===== src/rtl/gpic_pkg.sv =====
package gpic_pkg;

    // ************************************************************
    // Register addresses and reset values
    // ************************************************************
    localparam logic [7:0] GPIC_ADDR_SPI_SEL = 8'hA6;
    localparam logic [7:0] GPIC_ADDR_CORE_EN = 8'hA8;
    localparam logic [7:0] GPIC_ADDR_LVL_LO = 8'hA9;
    localparam logic [7:0] GPIC_ADDR_PERIPH_EN = 8'hB8;
    localparam logic [7:0] GPIC_ADDR_LVL_HI = 8'hB9;
    localparam logic [7:0] GPIC_ADDR_FLAGS = 8'hC0;

    localparam logic [7:0] GPIC_RST_SPI_SEL = 8'h01;
    localparam logic [7:0] GPIC_RST_CORE_EN = 8'h00;
    localparam logic [7:0] GPIC_RST_LVL = 8'h00;
    localparam logic [7:0] GPIC_RST_PERIPH_EN = 8'h00;
    localparam logic [7:0] GPIC_RST_FLAGS = 8'h00;

    // Writable bit masks; other bits read as zero
    localparam logic [7:0] GPIC_MASK_SPI_SEL = 8'h03;
    localparam logic [7:0] GPIC_MASK_CORE_EN = 8'hBF;
    localparam logic [7:0] GPIC_MASK_LVL = 8'h3F;
    localparam logic [7:0] GPIC_MASK_PERIPH_EN = 8'hBF;

    // ************************************************************
    // Field positions
    // ************************************************************
    localparam int GPIC_BIT_GLOBAL_EN = 7;
    localparam int GPIC_BIT_SEL_MASTER = 1;
    localparam int GPIC_BIT_SEL_SLAVE = 0;
    localparam int GPIC_FLAG_T2_RELOAD = 7;
    localparam int GPIC_FLAG_T2_OVF = 6;
    localparam int GPIC_FLAG_WAKEUP = 5;
    localparam int GPIC_FLAG_USB = 4;
    localparam int GPIC_FLAG_USB_RESUME = 3;
    localparam int GPIC_FLAG_SPI = 2;
    localparam int GPIC_FLAG_RADIO = 1;
    localparam int GPIC_FLAG_RADIO_PORT = 0;
    localparam logic [7:0] GPIC_AUTOCLR_MASK = 8'h3E;

    // ************************************************************
    // Source table, ascending vector order
    // ************************************************************
    localparam int GPIC_NSRC = 12;
    localparam int GPIC_NGRP = 6;
    localparam int GPIC_SRC_T2 = 5;
    localparam int GPIC_SRC_RADIO_PORT = 6;
    localparam int GPIC_SRC_RADIO = 7;
    localparam int GPIC_SRC_SPI = 8;
    localparam int GPIC_SRC_USB_RESUME = 9;
    localparam int GPIC_SRC_USB = 10;
    localparam int GPIC_SRC_WAKEUP = 11;

    localparam logic [15:0] GPIC_VEC [GPIC_NSRC] = '{
        16'h0003, 16'h000B, 16'h0013, 16'h001B, 16'h0023, 16'h002B,
        16'h0043, 16'h004B, 16'h0053, 16'h005B, 16'h0063, 16'h006B};
    localparam logic [2:0] GPIC_GRP [GPIC_NSRC] = '{
        3'h0, 3'h1, 3'h2, 3'h3, 3'h4, 3'h5,
        3'h1, 3'h0, 3'h2, 3'h3, 3'h4, 3'h5};

    typedef logic [1:0] gpic_level_t;

endpackage


===== src/rtl/gpic_edge.sv =====
`timescale 1ns/100ps
// One-cycle pulse on a rising edge, or on either edge when BOTH is set
module gpic_edge #(
    parameter bit BOTH = 1'b0
) (
    input wire logic ref_clk,
    input wire logic sys_rst,
    input wire logic level_in,
    output logic pulse
);
    logic prev;

    // Previous level
    always_ff @(posedge ref_clk or posedge sys_rst) begin
        if (sys_rst) begin
            prev <= 1'b0;
        end else begin
            prev <= level_in;
        end
    end

    assign pulse = BOTH ? (level_in ^ prev) : (level_in & ~prev);
endmodule


===== src/rtl/gpic_core.sv =====
`timescale 1ns/100ps
module gpic_core import gpic_pkg::*; (
    input wire logic ref_clk,
    input wire logic sys_rst,
    input wire logic [7:0] sfr_addr,
    input wire logic [7:0] sfr_wdata,
    input wire logic sfr_we,
    input wire logic sfr_re,
    output logic [7:0] sfr_rdata,
    input wire logic ext0_req,
    input wire logic timer0_req,
    input wire logic ext1_req,
    input wire logic timer1_req,
    input wire logic serial_rx_req,
    input wire logic serial_tx_req,
    input wire logic timer2_overflow,
    input wire logic timer2_reload_event,
    input wire logic radio_port_ready,
    input wire logic radio_event,
    input wire logic spi_master_done,
    input wire logic spi_slave_done,
    input wire logic usb_resume_event,
    input wire logic usb_event,
    input wire logic internal_wakeup_event,
    output logic irq_req,
    output logic [15:0] irq_vector,
    input wire logic irq_ack,
    input wire logic irq_return
);
    // ************************************************************
    // Registers
    // ************************************************************
    logic [7:0] spi_line_source_select;
    logic [7:0] core_irq_enable;
    logic [7:0] group_level_low_bits;
    logic [7:0] peripheral_irq_enable;
    logic [7:0] group_level_high_bits;
    logic [7:0] irq_request_flags;
    logic [3:0] in_service;
    logic [3:0] req_idx;
    gpic_level_t req_lvl;

    logic [7:0] next_flags;
    logic [7:0] flag_set;
    logic [7:0] flag_clr;
    logic [GPIC_NSRC-1:0] pend;
    logic [3:0] next_best_idx;
    gpic_level_t next_best_lvl;
    logic next_any;
    logic cur_active;
    gpic_level_t cur_lvl;
    logic take;
    logic ev_t2_ovf, ev_t2_rel, ev_port, ev_radio, ev_master, ev_slave;
    logic ev_resume, ev_usb, ev_wake, spi_line;

    // ************************************************************
    // Event edge detectors
    // ************************************************************
    gpic_edge #(.BOTH(1'b0)) u_t2_ovf (.ref_clk(ref_clk), .sys_rst(sys_rst),
        .level_in(timer2_overflow), .pulse(ev_t2_ovf));
    gpic_edge #(.BOTH(1'b0)) u_t2_rel (.ref_clk(ref_clk), .sys_rst(sys_rst),
        .level_in(timer2_reload_event), .pulse(ev_t2_rel));
    gpic_edge #(.BOTH(1'b0)) u_port (.ref_clk(ref_clk), .sys_rst(sys_rst),
        .level_in(radio_port_ready), .pulse(ev_port));
    gpic_edge #(.BOTH(1'b1)) u_radio (.ref_clk(ref_clk), .sys_rst(sys_rst),
        .level_in(radio_event), .pulse(ev_radio));
    gpic_edge #(.BOTH(1'b1)) u_master (.ref_clk(ref_clk), .sys_rst(sys_rst),
        .level_in(spi_master_done), .pulse(ev_master));
    gpic_edge #(.BOTH(1'b1)) u_slave (.ref_clk(ref_clk), .sys_rst(sys_rst),
        .level_in(spi_slave_done), .pulse(ev_slave));
    gpic_edge #(.BOTH(1'b0)) u_resume (.ref_clk(ref_clk), .sys_rst(sys_rst),
        .level_in(usb_resume_event), .pulse(ev_resume));
    gpic_edge #(.BOTH(1'b0)) u_usb (.ref_clk(ref_clk), .sys_rst(sys_rst),
        .level_in(usb_event), .pulse(ev_usb));
    gpic_edge #(.BOTH(1'b0)) u_wake (.ref_clk(ref_clk), .sys_rst(sys_rst),
        .level_in(internal_wakeup_event), .pulse(ev_wake));

    // Shared SPI completion line, gated by the source select
    assign spi_line = (ev_master & spi_line_source_select[GPIC_BIT_SEL_MASTER]) |
                      (ev_slave & spi_line_source_select[GPIC_BIT_SEL_SLAVE]);

    // ************************************************************
    // Configuration registers
    // ************************************************************
    // Software writes, reserved bits held at zero
    always_ff @(posedge ref_clk or posedge sys_rst) begin
        if (sys_rst) begin
            spi_line_source_select <= GPIC_RST_SPI_SEL;
            core_irq_enable <= GPIC_RST_CORE_EN;
            group_level_low_bits <= GPIC_RST_LVL;
            peripheral_irq_enable <= GPIC_RST_PERIPH_EN;
            group_level_high_bits <= GPIC_RST_LVL;
        end else if (sfr_we) begin
            unique case (sfr_addr)
                GPIC_ADDR_SPI_SEL: spi_line_source_select <= sfr_wdata & GPIC_MASK_SPI_SEL;
                GPIC_ADDR_CORE_EN: core_irq_enable <= sfr_wdata & GPIC_MASK_CORE_EN;
                GPIC_ADDR_LVL_LO: group_level_low_bits <= sfr_wdata & GPIC_MASK_LVL;
                GPIC_ADDR_PERIPH_EN: peripheral_irq_enable <= sfr_wdata & GPIC_MASK_PERIPH_EN;
                GPIC_ADDR_LVL_HI: group_level_high_bits <= sfr_wdata & GPIC_MASK_LVL;
                default: begin
                end
            endcase
        end
    end

    // ************************************************************
    // Request flags
    // ************************************************************
    // Hardware sets from the event lines
    always_comb begin
        flag_set = 8'h00;
        flag_set[GPIC_FLAG_T2_RELOAD] = ev_t2_rel;
        flag_set[GPIC_FLAG_T2_OVF] = ev_t2_ovf;
        flag_set[GPIC_FLAG_WAKEUP] = ev_wake;
        flag_set[GPIC_FLAG_USB] = ev_usb;
        flag_set[GPIC_FLAG_USB_RESUME] = ev_resume;
        flag_set[GPIC_FLAG_SPI] = spi_line;
        flag_set[GPIC_FLAG_RADIO] = ev_radio;
        flag_set[GPIC_FLAG_RADIO_PORT] = ev_port;
    end

    // Auto clear on entry to service of the matching source, except the sticky T2 and radio port flags
    always_comb begin
        flag_clr = 8'h00;
        if (irq_ack && irq_req) begin
            unique case (req_idx)
                4'(GPIC_SRC_RADIO): flag_clr[GPIC_FLAG_RADIO] = 1'b1;
                4'(GPIC_SRC_SPI): flag_clr[GPIC_FLAG_SPI] = 1'b1;
                4'(GPIC_SRC_USB_RESUME): flag_clr[GPIC_FLAG_USB_RESUME] = 1'b1;
                4'(GPIC_SRC_USB): flag_clr[GPIC_FLAG_USB] = 1'b1;
                4'(GPIC_SRC_WAKEUP): flag_clr[GPIC_FLAG_WAKEUP] = 1'b1;
                default: begin
                end
            endcase
        end
        flag_clr = flag_clr & GPIC_AUTOCLR_MASK;
    end

    // Write, then auto clear, then hardware set wins
    always_comb begin
        next_flags = irq_request_flags;
        if (sfr_we && sfr_addr == GPIC_ADDR_FLAGS) begin
            next_flags = sfr_wdata;
        end
        next_flags = (next_flags & ~flag_clr) | flag_set;
    end

    // Flag register
    always_ff @(posedge ref_clk or posedge sys_rst) begin
        if (sys_rst) begin
            irq_request_flags <= GPIC_RST_FLAGS;
        end else begin
            irq_request_flags <= next_flags;
        end
    end

    // ************************************************************
    // Pending sources and arbitration
    // ************************************************************
    // Enabled pending request per source, ascending vector order
    always_comb begin
        pend[0] = ext0_req & core_irq_enable[0];
        pend[1] = timer0_req & core_irq_enable[1];
        pend[2] = ext1_req & core_irq_enable[2];
        pend[3] = timer1_req & core_irq_enable[3];
        pend[4] = (serial_rx_req | serial_tx_req) & core_irq_enable[4];
        pend[GPIC_SRC_T2] = (irq_request_flags[GPIC_FLAG_T2_OVF] & core_irq_enable[5]) |
            (irq_request_flags[GPIC_FLAG_T2_RELOAD] & peripheral_irq_enable[7]);
        pend[GPIC_SRC_RADIO_PORT] = irq_request_flags[GPIC_FLAG_RADIO_PORT] &
            peripheral_irq_enable[0];
        pend[GPIC_SRC_RADIO] = irq_request_flags[GPIC_FLAG_RADIO] & peripheral_irq_enable[1];
        pend[GPIC_SRC_SPI] = irq_request_flags[GPIC_FLAG_SPI] & peripheral_irq_enable[2];
        pend[GPIC_SRC_USB_RESUME] = irq_request_flags[GPIC_FLAG_USB_RESUME] &
            peripheral_irq_enable[3];
        pend[GPIC_SRC_USB] = irq_request_flags[GPIC_FLAG_USB] & peripheral_irq_enable[4];
        pend[GPIC_SRC_WAKEUP] = irq_request_flags[GPIC_FLAG_WAKEUP] & peripheral_irq_enable[5];
    end

    // Highest level wins, ties to the lowest vector
    always_comb begin
        next_best_idx = 4'h0;
        next_best_lvl = 2'h0;
        next_any = 1'b0;
        for (int i = 0; i < GPIC_NSRC; i++) begin
            if (pend[i] && (!next_any ||
                {group_level_high_bits[GPIC_GRP[i]], group_level_low_bits[GPIC_GRP[i]]} >
                next_best_lvl)) begin
                next_best_idx = 4'(i);
                next_best_lvl = {group_level_high_bits[GPIC_GRP[i]],
                                 group_level_low_bits[GPIC_GRP[i]]};
                next_any = 1'b1;
            end
        end
    end

    // Highest level now in service
    always_comb begin
        cur_active = |in_service;
        cur_lvl = 2'h0;
        for (int l = 0; l < 4; l++) begin
            if (in_service[l]) begin
                cur_lvl = 2'(l);
            end
        end
    end

    assign take = next_any && core_irq_enable[GPIC_BIT_GLOBAL_EN] &&
                  (!cur_active || next_best_lvl > cur_lvl);

    // ************************************************************
    // Processor request and service tracking
    // ************************************************************
    // Request and vector presented to the processor; index and level kept for service tracking
    always_ff @(posedge ref_clk or posedge sys_rst) begin
        if (sys_rst) begin
            irq_req <= 1'b0;
            irq_vector <= 16'h0000;
            req_idx <= 4'h0;
            req_lvl <= 2'h0;
        end else begin
            irq_req <= take && !(irq_ack && irq_req);
            irq_vector <= GPIC_VEC[next_best_idx];
            req_idx <= next_best_idx;
            req_lvl <= next_best_lvl;
        end
    end

    // One in-service bit per level; return retires the highest
    always_ff @(posedge ref_clk or posedge sys_rst) begin
        if (sys_rst) begin
            in_service <= 4'h0;
        end else begin
            if (irq_return && cur_active) begin
                in_service[cur_lvl] <= 1'b0;
            end
            if (irq_ack && irq_req) begin
                in_service[req_lvl] <= 1'b1;
            end
        end
    end

    // Registered read data; unmapped reads return zero
    always_ff @(posedge ref_clk or posedge sys_rst) begin
        if (sys_rst) begin
            sfr_rdata <= 8'h00;
        end else if (sfr_re) begin
            unique case (sfr_addr)
                GPIC_ADDR_SPI_SEL: sfr_rdata <= spi_line_source_select;
                GPIC_ADDR_CORE_EN: sfr_rdata <= core_irq_enable;
                GPIC_ADDR_LVL_LO: sfr_rdata <= group_level_low_bits;
                GPIC_ADDR_PERIPH_EN: sfr_rdata <= peripheral_irq_enable;
                GPIC_ADDR_LVL_HI: sfr_rdata <= group_level_high_bits;
                GPIC_ADDR_FLAGS: sfr_rdata <= irq_request_flags;
                default: sfr_rdata <= 8'h00;
            endcase
        end
    end

    // ************************************************************
    // Assertions
    // ************************************************************
    a_reset_values: assert property (@(posedge ref_clk)
        $fell(sys_rst) |->
        (spi_line_source_select == 8'h01 && peripheral_irq_enable == 8'h00 &&
         group_level_low_bits == 8'h00 && group_level_high_bits == 8'h00 &&
         irq_request_flags == 8'h00))
        else $error("register reset value wrong");
    a_global_mask: assert property (@(posedge ref_clk) disable iff (sys_rst)
        !core_irq_enable[GPIC_BIT_GLOBAL_EN] |=> !irq_req)
        else $error("request while globally disabled");
    a_spi_merge: assert property (@(posedge ref_clk) disable iff (sys_rst)
        (ev_master && spi_line_source_select[1]) || (ev_slave && spi_line_source_select[0])
        |=> irq_request_flags[GPIC_FLAG_SPI])
        else $error("shared spi flag not set");
    a_spi_blocked: assert property (@(posedge ref_clk) disable iff (sys_rst)
        (!irq_request_flags[GPIC_FLAG_SPI] && !sfr_we && !(ev_slave && spi_line_source_select[0])
         && !(ev_master && spi_line_source_select[1])) |=> !irq_request_flags[GPIC_FLAG_SPI])
        else $error("deselected spi source set flag");
    a_radio_autoclr: assert property (@(posedge ref_clk) disable iff (sys_rst)
        (irq_ack && irq_req && req_idx == 4'(GPIC_SRC_RADIO) && !ev_radio && !sfr_we)
        |=> !irq_request_flags[GPIC_FLAG_RADIO])
        else $error("radio flag not auto cleared");
    a_sticky_hold: assert property (@(posedge ref_clk) disable iff (sys_rst)
        !sfr_we |=> (($past(irq_request_flags) & ~irq_request_flags) & 8'hC1) == 8'h00)
        else $error("sticky flag cleared without write");
    a_preempt_only: assert property (@(posedge ref_clk) disable iff (sys_rst)
        (cur_active && next_best_lvl <= cur_lvl) |=> !irq_req)
        else $error("preempted by equal or lower level");
    a_vector_table: assert property (@(posedge ref_clk) disable iff (sys_rst)
        irq_req && req_idx == 4'(GPIC_SRC_SPI) |-> irq_vector == 16'h0053)
        else $error("spi vector wrong");
    a_level_form: assert property (@(posedge ref_clk) disable iff (sys_rst)
        irq_req |-> req_lvl == {group_level_high_bits[GPIC_GRP[req_idx]],
                                group_level_low_bits[GPIC_GRP[req_idx]]})
        else $error("level not formed from high and low bits");
    a_ack_service: assert property (@(posedge ref_clk) disable iff (sys_rst)
        irq_ack && irq_req |=> in_service[$past(req_lvl)] && !irq_req)
        else $error("ack not recorded in service");

    c_spi_taken: cover property (@(posedge ref_clk) disable iff (sys_rst)
        irq_ack && irq_req && req_idx == 4'(GPIC_SRC_SPI));
    c_nested: cover property (@(posedge ref_clk) disable iff (sys_rst)
        in_service[3] && in_service[0]);
    c_set_and_clear: cover property (@(posedge ref_clk) disable iff (sys_rst)
        ev_radio && flag_clr[GPIC_FLAG_RADIO]);
endmodule


===== config.mk =====
export PLATFORM = sky130hd
export DESIGN_NAME = gpic_core
export DESIGN_NICKNAME = d
export VERILOG_FILES = /design/src/rtl/gpic_pkg.sv /design/src/rtl/gpic_edge.sv /design/src/rtl/gpic_core.sv
export SDC_FILE = /design/constraint.sdc
export NUM_CORES = 1
export LEC_CHECK = 0
export BUFFER_PORTS_ARGS = -buffer_cell sky130_fd_sc_hd__buf_2
export CORE_MARGIN = 4
export CORE_UTILIZATION = 57
export DETAILED_ROUTE_END_ITERATION = 10
export GPL_TIMING_DRIVEN = 0
export PLACE_DENSITY = 0.84
export SKIP_LAST_GASP = 1
export SYNTH_ARGS = -nofsm -noshare
export SYNTH_HDL_FRONTEND = slang
export SYNTH_HIERARCHICAL = 1
export SYNTH_SLANG_ARGS = --single-unit

===== constraint.sdc =====
create_clock -name ref_clk -period 16.45 [get_ports ref_clk]
set_input_delay 0.8225 -clock ref_clk [delete_from_list [all_inputs] [get_ports ref_clk]]
set_output_delay 0.8225 -clock ref_clk [all_outputs]
set_load 0.03 [all_outputs]

==> reports/metrics.yaml, run 1 <==
grt_pass1_vias: 3532
drtPass1Iterations: 8
vdd_drop_max_uv: 55.8
synthAdderAreaFrac: 0.0631
p_leak_nw: 2.36
ys.flop_type: "dfrtp_1"
p_per_area_mw_per_mm2: 86.7
cts_tree: "yes"
clock-sinks: 68
syn_inst: 426
drt_iter0_drc: 276
finalHoldViolCount: 0
hold_class: "input port to asynchronous set/reset pin"
wire_per_inst_um: 17.7
overflow: 0
crit_type: "input port to register"
io_buffers: 49
coreArea_mm2: 0.00694
numCtsBuffers: 9
area_delta_synth_final_pct: 15.1
cts_max_level: 3
setup_ws_ns: 1.37
drive_gt1_frac: 0.270
synthArstFlopShare: 1.00
clockRootBuffer: "clkbuf_8"
fmax_mhz: 66.3
pin_count: 62
die-width_um: 93.5
cts.path.max_buffers: 2
antenna_found_initial: 0
arrival_ns: 15.33
synth_warnings: 6
vias_per_cell: 5.93
setup_violations: 0
wirelength_um: 10600
slowest_stage: "mux2_4"
maxSlewViolCount: 0
syn_avg_cell_area_um2: 9.78
synth-edff-count: 0
fin_nets: 556
grt_usage: 0.249
seq_area_frac_synth: 0.409
p_total_mw: 0.416
start_kind: "input port"
drv_cap: 0
synth_compound_area_frac: 0.189
drc: 0
synth_top_family_by_area: "compound AO/OA/AOI/OAI gates"
synth-xor-area-share: 0.00631
die_area_mm2: 0.00874
dp_hpwl_um: 8120
yosys.area_share.simple: 0.173
start_util: 0.600
critPathMaxStageDelay_ns: 0.36
grt_max_degree: 44
status: "completed"
gp_congestion: 0.893
fp-row-count: 30
cp_max_fo: 8
tightest_slew_ns: 0.671
antenna_left: 0
dp_slack_ns: 0.938
worst_setup_hold_path_clk_slew_ns: 0.08
grt_pass1_wl_um: 16900
slew_headroom: 0.551
netlist_area_mm2: 0.00417
whs_ns: 0.391
post-route-min-period_ns: 15.08
cp_data_required_time_ns: 16.70
ys_seq_elements: 68
synth.mux.area_fraction: 0.106
die_y_um: 93.5
clkLatencyLatePin_ns: 0.35
antenna-diode-count: 0
synth_cell_types: 61
skew_ns: 0.0111
fin_crit_sh: 0.917
vias: 3555
endpoint_kind: "register"
## path summary, 6_finish.rpt
check	slack [ns]	endpoint	cells past startpoint	start
max in group asynchronous	15.35	core_irq_enable[2]	3	sys_rst
hold / removal	0.39	u_t2_ovf/prev	2	sys_rst
setup reg to reg	1.44	irq_req	81	core_irq_enable[0]
setup / recovery	1.37	irq_req	82	ext0_req
hold reg to reg	0.49	in_service[1]	1	req_lvl[1]
min in group ref_clk	0.49	in_service[1]	1	req_lvl[1]
## kinds of logic after synthesis
family	after synthesis
compound gates	105
xor+xnor	3
fa+ha+maj	21
buf+inv	46
flops	68
mux	39
other cells	2
simple gates	142
## cells in the mapped netlist (all sizes together), types with 3 or more instances
master	n	area, um^2
or2	3	18.8
clkbuf	3	11.3
nor3	7	35.0
a22oi	11	82.6
a222oi	5	50.1
nor2	30	115
nand2	53	199
a211o	3	26.3
and3	4	25.0
mux2i	6	60.1
dfrtp	67	1680
a41oi	3	26.3
mux2	33	383
nor2b	17	159
a21o	6	45.0
a21oi	21	109
buf	13	93.8
a31oi	7	43.8
xor2	3	26.3
inv	30	113
nand4	4	25.0
o21ai	24	146
ha	21	263
and2	3	18.8
nand3	14	70.1
o2111ai	3	26.3
nand2b	3	21.3
## report_power, final
group | internal (mW) | total [mW] | switching [mW]
sequential | 0.179 | 0.191 | 0.0117
combinational | 0.0359 | 0.0897 | 0.0538
clock | 0.0700 | 0.136 | 0.0657
## sequential cells by signal (all words and copies together), names as in the netlist
register,cells
core_irq_enable,7
group_level_high_bits,6
group_level_low_bits,6
in_service,4
irq_req,1
irq_request_flags,8
irq_vector,5
peripheral_irq_enable,7
req_idx,3
req_lvl,2
sfr_rdata,8
spi_line_source_select,2
u_master/prev,1
u_port/prev,1
u_radio/prev,1
u_resume/prev,1
u_slave/prev,1
u_t2_ovf/prev,1
u_t2_rel/prev,1
u_usb/prev,1
u_wake/prev,1
## placed cells by master (no fill, tap or decap), types with 11 or more instances in the layout
master   netlist  final
dfrtp_1       67     67
nand2_1       53     53
buf_2          0     49
mux2_2        30     30
nor2_1        29     29
inv_1         28     27
ha_1          21     21
a21oi_1       20     20
o21ai_0       16     16
nand3_1       14     14
buf_4         12     14
a22oi_1       11     11
conb_1         2     11
## critical path, delay by kind of cell
kind | cells | cell delay [ns]
buffers and inverters | 4 | 0.39
AO/OA/AOI/OAI | 33 | 6.31
multiplexers | 3 | 0.99
adder cells (fa/ha/maj) | 12 | 3.17
AND/OR/NAND/NOR | 30 | 3.63
## layer usage
metal	vias to the layer above	track usage	routed length, um
met2	143	0.418	5260
met4	0	0.0672	187
li1	1674	-	-
met1	1716	0.319	4390
met5	-	0	0
met3	22	0.0636	756
## final cells by class
| cell class | instances | area, um^2 |
|---|---|---|
| inverters | 30 | 113 |
| repair buffers | 52 | 280 |
| multi-input cells | 321 | 2280 |
| clock inverters | 6 | 63.8 |
| well taps | 96 | 120 |
| plain buffers | 16 | 105 |
| clock buffers | 10 | 128 |
| fillers | 517 | 2150 |
| flip-flops and latches | 68 | 1700 |
## per-stage QoR
stage | TNS (ns) | utilization | instance area, um^2 | instances
finish | 0 | 0.691 | 4800 | 599
global route | -0.0171 | 0.691 | 4800 | 599
CTS | 0 | 0.688 | 4780 | 597
floorplan | 0 | - | 4200 | 435
global placement | 0 | 0.657 | 4570 | 580
detailed placement | 0 | 0.660 | 4590 | 581
## timing repair
action	in CTS	in global routing
setup buffers	0	2
endpoints found under the hold margin	0	0
endpoints found under the setup margin	0	1
hold buffers	0	0
resized for setup	0	1
No activity file was read; power rests on OpenSTA's default activity.
==> run 2, diff against run 1 <==
--- a/config.mk
+++ b/config.mk
@@ -7,10 +7,10 @@
 export LEC_CHECK = 0
 export BUFFER_PORTS_ARGS = -buffer_cell sky130_fd_sc_hd__buf_2
 export CORE_MARGIN = 4
-export CORE_UTILIZATION = 57
+export CORE_UTILIZATION = 40
 export DETAILED_ROUTE_END_ITERATION = 10
 export GPL_TIMING_DRIVEN = 0
-export PLACE_DENSITY = 0.84
+export PLACE_DENSITY = 0.61
 export SKIP_LAST_GASP = 1
 export SYNTH_ARGS = -nofsm -noshare
 export SYNTH_HDL_FRONTEND = slang
==> run 2 against run 1 <==
Worst setup slack got worse by 0.085 ns. Largest cell class unchanged. Critical path type unchanged. First-iteration DRC count decreased by 20%. Cell count increased by 6.2%. Highest routed layer unchanged. Global-route usage decreased by 6.9 points. Register-to-register slack got worse by 0.03 ns. Largest power group unchanged. Fmax decreased by 0.56%. Clock skew about the same. Clock power increased by 13%.
==> reports/metrics.yaml, run 2 (synthesized netlist as in run 1, its figures left out) <==
cp_max_fo: 8  # unchanged
setup_violations: 0  # unchanged
post-route-min-period_ns: 15.16  # +0.0848 ns
die_y_um: 110  # +18%
drv_cap: 0  # unchanged
power_frac_clock: 0.355  # +0.029
cts_tree: "yes"
antenna_found_initial: 0  # unchanged
fmax_mhz: 65.9  # -0.56%
cts_max_level: 3  # unchanged
grt_max_degree: 44  # unchanged
whs_ns: 0.393  # +0.00193 ns
clkLatencyLatePin_ns: 0.35  # about the same
cts.path.max_buffers: 2  # unchanged
vdd_drop_max_uv: 43.5  # -22%
pin_count: 62  # unchanged
fin_setup_tns_ns: 0  # unchanged
io_buffers: 49  # unchanged
vias: 3466  # -2.5%
worstRegToRegCells: 80  # -1.2%
fin_crit_sh: 0.922  # +0.00515
area_delta_synth_final_pct: 17.0
clock-sinks: 68  # unchanged
numCtsBuffers: 9  # unchanged
die-width_um: 110  # +18%
dp_slack_ns: 0.801  # -0.137 ns
skew_ns: 0.0110  # -0.000154 ns
finalHoldViolCount: 0  # unchanged
p_per_area_mw_per_mm2: 88.8  # +2.4%
dp_hpwl_um: 8270  # +1.9%
wire_per_inst_um: 16.5  # -6.7%
grt_pass1_vias: 3215  # -9.0%
overflow: 0  # unchanged
antenna_left: 0  # unchanged
worst_setup_hold_path_clk_slew_ns: 0.08  # about the same
critPathMaxStageDelay_ns: 0.36  # about the same
clockRootBuffer: "clkbuf_8"
maxSlewViolCount: 0  # unchanged
p_sw_mw: 0.132  # +0.74%
drtPass1Iterations: 5  # -3
placed_area_mm2: 0.00463  # +1.0%
vias_per_cell: 5.45  # -8.2%
status: "completed"
top_regs: "irq_request_flags x8, sfr_rdata x8"
layout_common_cells: "dfrtp_1 (67), nand2_1 (53), buf_2 (49)"
final_common_cell: "dfrtp_1"
drt_iter0_drc: 220  # -20%
pwr-share-seq: 0.440  # -0.018
grt_pass1_wl_um: 16600  # -1.7%
tightest_slew_ns: 0.730  # +0.0590 ns
intPower_mw: 0.301  # +5.5%
gp_congestion: 0.889  # -0.52%
crit_type: "input port to register"
cp_num_buf_inv: 3  # -1
p_total_mw: 0.433  # +4.0%
endpoint_kind: "register"
slew_headroom: 0.511  # -0.0395
drive_gt1_frac: 0.274  # +0.00398
cts_hold_buffers: 0  # unchanged
p_leak_nw: 2.38  # +0.58%
start_kind: "input port"
cp_data_required_time_ns: 16.69  # about the same
hold_class: "input port to asynchronous set/reset pin"
antenna-diode-count: 0  # unchanged
drc: 0  # unchanged
fin_nets: 556  # unchanged
r2r-start: "core_irq_enable[0]"
path_delay_family: "compound AO/OA/AOI/OAI gates"
fp-row-count: 36  # +20%
swShare: 0.305  # -0.00998
crit_path_start: "ext0_req"
die_area_mm2: 0.0121  # +39%
final_cell_area_mm2: 0.00487  # +1.6%
grt_usage: 0.180  # -0.0688
n_fill_cell: 959  # +85%
arrival_ns: 15.40  # +0.07 ns
combPwrFrac: 0.204  # -0.012
cp_num_cells: 81  # -1.2%
start_util: 0.419  # -0.181
grt_setup_unrepaired: "no"
setup_ws_ns: 1.29  # -0.0848 ns
coreArea_mm2: 0.00995  # +43%
slowest_stage: "mux2_4"
wirelength_um: 10500  # -0.96%
-- run 2: cell count changes in the layout (fill, tap and decap cells not counted) --
cell	before	now
clkbuf_1	4	3
bufinv_16	1	2
a21o_1	6	5
a21o_2	0	1
inv_6	1	2
clkinv_2	2	1
-- run 2: timing repair --
action                     4_1_cts  5_1_grt
resized for setup                0        2
buffers inserted                 0        2
setup endpoints to repair        0        1
-- run 2: area by class of cell --
class	count	area, um^2	area share
flip-flops and latches	68	1700	0.349
clock buffers	9	124	0.0254
inverters	30	113	0.0231
repair buffers	52	280	0.0575
multi-input cells	321	2280	0.469
well taps	133	166	0.0341
plain buffers	16	105	0.0216
clock inverters	7	97.6	0.0200
-- run 2: worst register-to-register path: cells and delay by family, from the launching register on --
kind	cells	cell delay (ns)
AND/OR/NAND/NOR	30	3.71
buffers and inverters	2	0.11
AO/OA/AOI/OAI	33	6.55
adder cells (fa/ha/maj)	12	3.18
flip-flops	1	0.44
multiplexers	3	0.99
-- run 2: stage by stage --
| stage | utilization | std cells |
|---|---|---|
| 2_1_floorplan | - | 435 |
| 3_3_place_gp | 0.463 | 617 |
| 4_1_cts | 0.488 | 634 |
| 6_report | 0.490 | 636 |
| 3_5_place_dp | 0.465 | 618 |
| 5_1_grt | 0.490 | 636 |
-- run 2: routing by layer --
metal	track usage	wire, um	vias to the layer above
met5	0	0	-
met4	0.0579	150	0
met3	0.0332	588	10
met2	0.276	4910	105
met1	0.257	4840	1688
li1	-	-	1663
-- run 2: worst paths after layout --
path                                                  end  slack (ns)
max in group asynchronous       spi_line_source_select[0]       15.30
worst min register to register              in_service[0]        0.49
worst max register to register                    irq_req        1.41
worst max-delay path                              irq_req        1.29
worst min-delay path                           u_usb/prev        0.39
min in group ref_clk                        in_service[0]        0.49
-- run 2: power by group through the flow --
stage,combinational [mW],clock (mW),sequential [mW]
finish,0.0884,0.154,0.191
global route,0.0991,0.164,0.192
CTS,0.0882,0.158,0.191
detailed placement,0.0877,0,0.194
global placement,0.0850,0,0.194
floorplan,0.0588,0,0.196
==> run 3, diff against run 2 <==
--- a/config.mk
+++ b/config.mk
@@ -6,11 +6,12 @@
 export NUM_CORES = 1
 export LEC_CHECK = 0
 export BUFFER_PORTS_ARGS = -buffer_cell sky130_fd_sc_hd__buf_2
+export CELL_PAD_IN_SITES_DETAIL_PLACEMENT = 1
+export CELL_PAD_IN_SITES_GLOBAL_PLACEMENT = 1
 export CORE_MARGIN = 4
 export CORE_UTILIZATION = 40
 export DETAILED_ROUTE_END_ITERATION = 10
-export GPL_TIMING_DRIVEN = 0
-export PLACE_DENSITY = 0.61
+export PLACE_DENSITY = 0.75
 export SKIP_LAST_GASP = 1
 export SYNTH_ARGS = -nofsm -noshare
 export SYNTH_HDL_FRONTEND = slang
==> constraint.sdc (replaced) <==
create_clock -name ref_clk -period 14.2 [get_ports ref_clk]
set_input_delay 0.71 -clock ref_clk [delete_from_list [all_inputs] [get_ports ref_clk]]
set_output_delay 0.71 -clock ref_clk [all_outputs]
set_load 0.03 [all_outputs]
==> run 3 against run 2 <==
Critical endpoint unchanged. Clock skew down 0.0046 ns. Sequential power increased by 16%. Sequential cell count unchanged. Worst hold slack got worse by 0.099 ns. Critical path depth is 1 higher. Design area grew 6.1%. Largest power group unchanged. Total power increased by 25%.
==> reports/metrics.yaml, run 3 (synthesized netlist as in run 1, its figures left out) <==
vias_per_cell: 5.66  # +3.8%
die_y_um: 110  # unchanged
antenna-diode-count: 0  # unchanged
vias: 3700  # +6.8%
die-width_um: 110  # unchanged
arrival_ns: 13.87  # -1.53 ns
layout_common_cells: "dfrtp_1 (67), nand2_1 (51), buf_2 (51)"
worst_path_most_repeated_cell: "ha_1"
grt_max_degree: 55  # +25%
start_util: 0.419  # unchanged
tightest_slew_ns: 0.771  # +0.0406 ns
cp_max_fo: 5  # -3
wire_per_inst_um: 19.5  # +18%
n_fill_cell: 1126  # +17%
antenna_found_initial: 0  # unchanged
whs_ns: 0.294  # -0.0991 ns
slew_headroom: 0.484  # -0.0271
gp_congestion: 0.854  # -3.8%
combPwrFrac: 0.223  # +0.019
fmax_mhz: 73.4
p_sw_mw: 0.162  # +23%
dp_hpwl_um: 9570  # +16%
grt_usage: 0.215  # +0.0344
grt_pass1_vias: 3798  # +18%
cts_hold_buffers: 0  # unchanged
cts_max_level: 3  # unchanged
clockRootBuffer: "clkbuf_8"
wl_met2_um: 6760  # +38%
dp_slack_ns: -0.473  # -1.27 ns
drtPass1Iterations: 5  # unchanged
skew_ns: 0.00640  # -0.00458 ns
drive_gt1_frac: 0.363  # +0.0884
drt_iter0_drc: 198  # -10%
final_common_cell: "dfrtp_1"
grt_pass1_wl_um: 19700  # +18%
cp_data_required_time_ns: 14.44  # -2.25 ns
top_regs: "irq_request_flags x8, sfr_rdata x8"
pin_count: 62  # unchanged
coreArea_mm2: 0.00995  # unchanged
area_delta_synth_final_pct: 24.1
wirelength_um: 12800  # +22%
p_leak_nw: 2.50  # +5.0%
io_buffers: 51  # +4.1%
post-route-min-period_ns: 13.63
vdd_drop_max_uv: 87.4  # +100%
fin_util: 0.519  # +0.0299
finalHoldViolCount: 0  # unchanged
crit_type: "input port to register"
fp-row-count: 36  # unchanged
setup_violations: 0  # unchanged
status: "completed"
clkLatencyLatePin_ns: 0.35  # about the same
worst_setup_hold_path_clk_slew_ns: 0.08  # about the same
p_per_area_mw_per_mm2: 105  # +18%
fin_nets: 574  # +3.2%
top_layer: "met4"
numCtsBuffers: 9  # unchanged
cts.path.max_buffers: 2  # unchanged
drc: 0  # unchanged
overflow: 0  # unchanged
swShare: 0.299  # -0.00590
antenna_left: 0  # unchanged
drv_cap: 0  # unchanged
met1_length_um: 5280  # +9.2%
critPathMaxStageDelay_ns: 0.45  # +0.09 ns
cts_tree: "yes"
hold_class: "input port to asynchronous set/reset pin"
power_frac_clock: 0.366  # +0.011
wl_met3_um: 518  # -12%
die_area_mm2: 0.0121  # unchanged
start_kind: "input port"
setup_ws_ns: 0.567  # -0.718 ns
maxSlewViolCount: 0  # unchanged
endpoint_kind: "register"
fin_crit_sh: 0.960
slowest_stage: "a2111oi_4"
pwr-share-seq: 0.411  # -0.029
clock-sinks: 68  # unchanged
intPower_mw: 0.379  # +26%
==> run 3: layout make-up <==
type                            count  area [um^2]  share of cell area
Sequential cell                    68         1700               0.329
Clock buffer                       10          138              0.0266
Clock inverter                      6          111              0.0215
Timing Repair Buffer               86          518               0.100
Multi-Input combinational cell    321         2420               0.468
Inverter                           30          113              0.0218
Tap cell                          133          166              0.0322
==> run 3: final timing paths <==
path | start | to | slack (ns) | cells after the start
setup / recovery | ext0_req | irq_req | 0.57 | 82
hold / removal | sys_rst | u_usb/prev | 0.29 | 2
setup reg to reg | group_level_high_bits[0] | irq_req | 0.64 | 80
hold reg to reg | req_lvl[0] | in_service[0] | 0.51 | 1
max in group asynchronous | sys_rst | core_irq_enable[1] | 12.98 | 3
min in group ref_clk | usb_event | u_usb/prev | 0.47 | 1
==> run 3: routing by layer <==
metal | global-route usage | up-vias
met1 | 0.267 | 1891
met5 | 0 | -
met2 | 0.376 | 91
met3 | 0.0437 | 13
met4 | 0.0614 | 0
li1 | - | 1705
==> run 3: per-stage QoR <==
step           area (um^2)  instances  setup TNS [ns]  power (mW)
2_1_floorplan         4200        435               0       0.295
3_3_place_gp          4690        626               0       0.328
3_5_place_dp          4690        626          -0.562       0.333
4_1_cts               4970        645               0       0.534
5_1_grt               5170        654          -0.281       0.568
6_report              5170        654               0       0.541
==> run 3: worst max-delay path: cells and delay by family <==
family          cells  cell delay (ns)
fa+ha+maj          12             3.25
buf+inv             5             0.54
simple gates       29             3.11
mux                 2             0.52
compound gates     34             5.74
==> run 3: what timing repair did <==
item | in CTS | in global routing
setup endpoints to repair | 1 | 10
cloned | 0 | 0
gates resized for setup | 1 | 36
setup buffers | 3 | 9
pin swaps | 1 | 19
==> run 3: power by group through the flow <==
stage | registers (mW) | clock network (mW) | logic [mW]
2_1_floorplan | 0.227 | 0 | 0.0681
3_3_place_gp | 0.225 | 0 | 0.104
3_5_place_dp | 0.225 | 0 | 0.108
4_1_cts | 0.222 | 0.202 | 0.110
5_1_grt | 0.224 | 0.211 | 0.133
6_report | 0.222 | 0.198 | 0.121
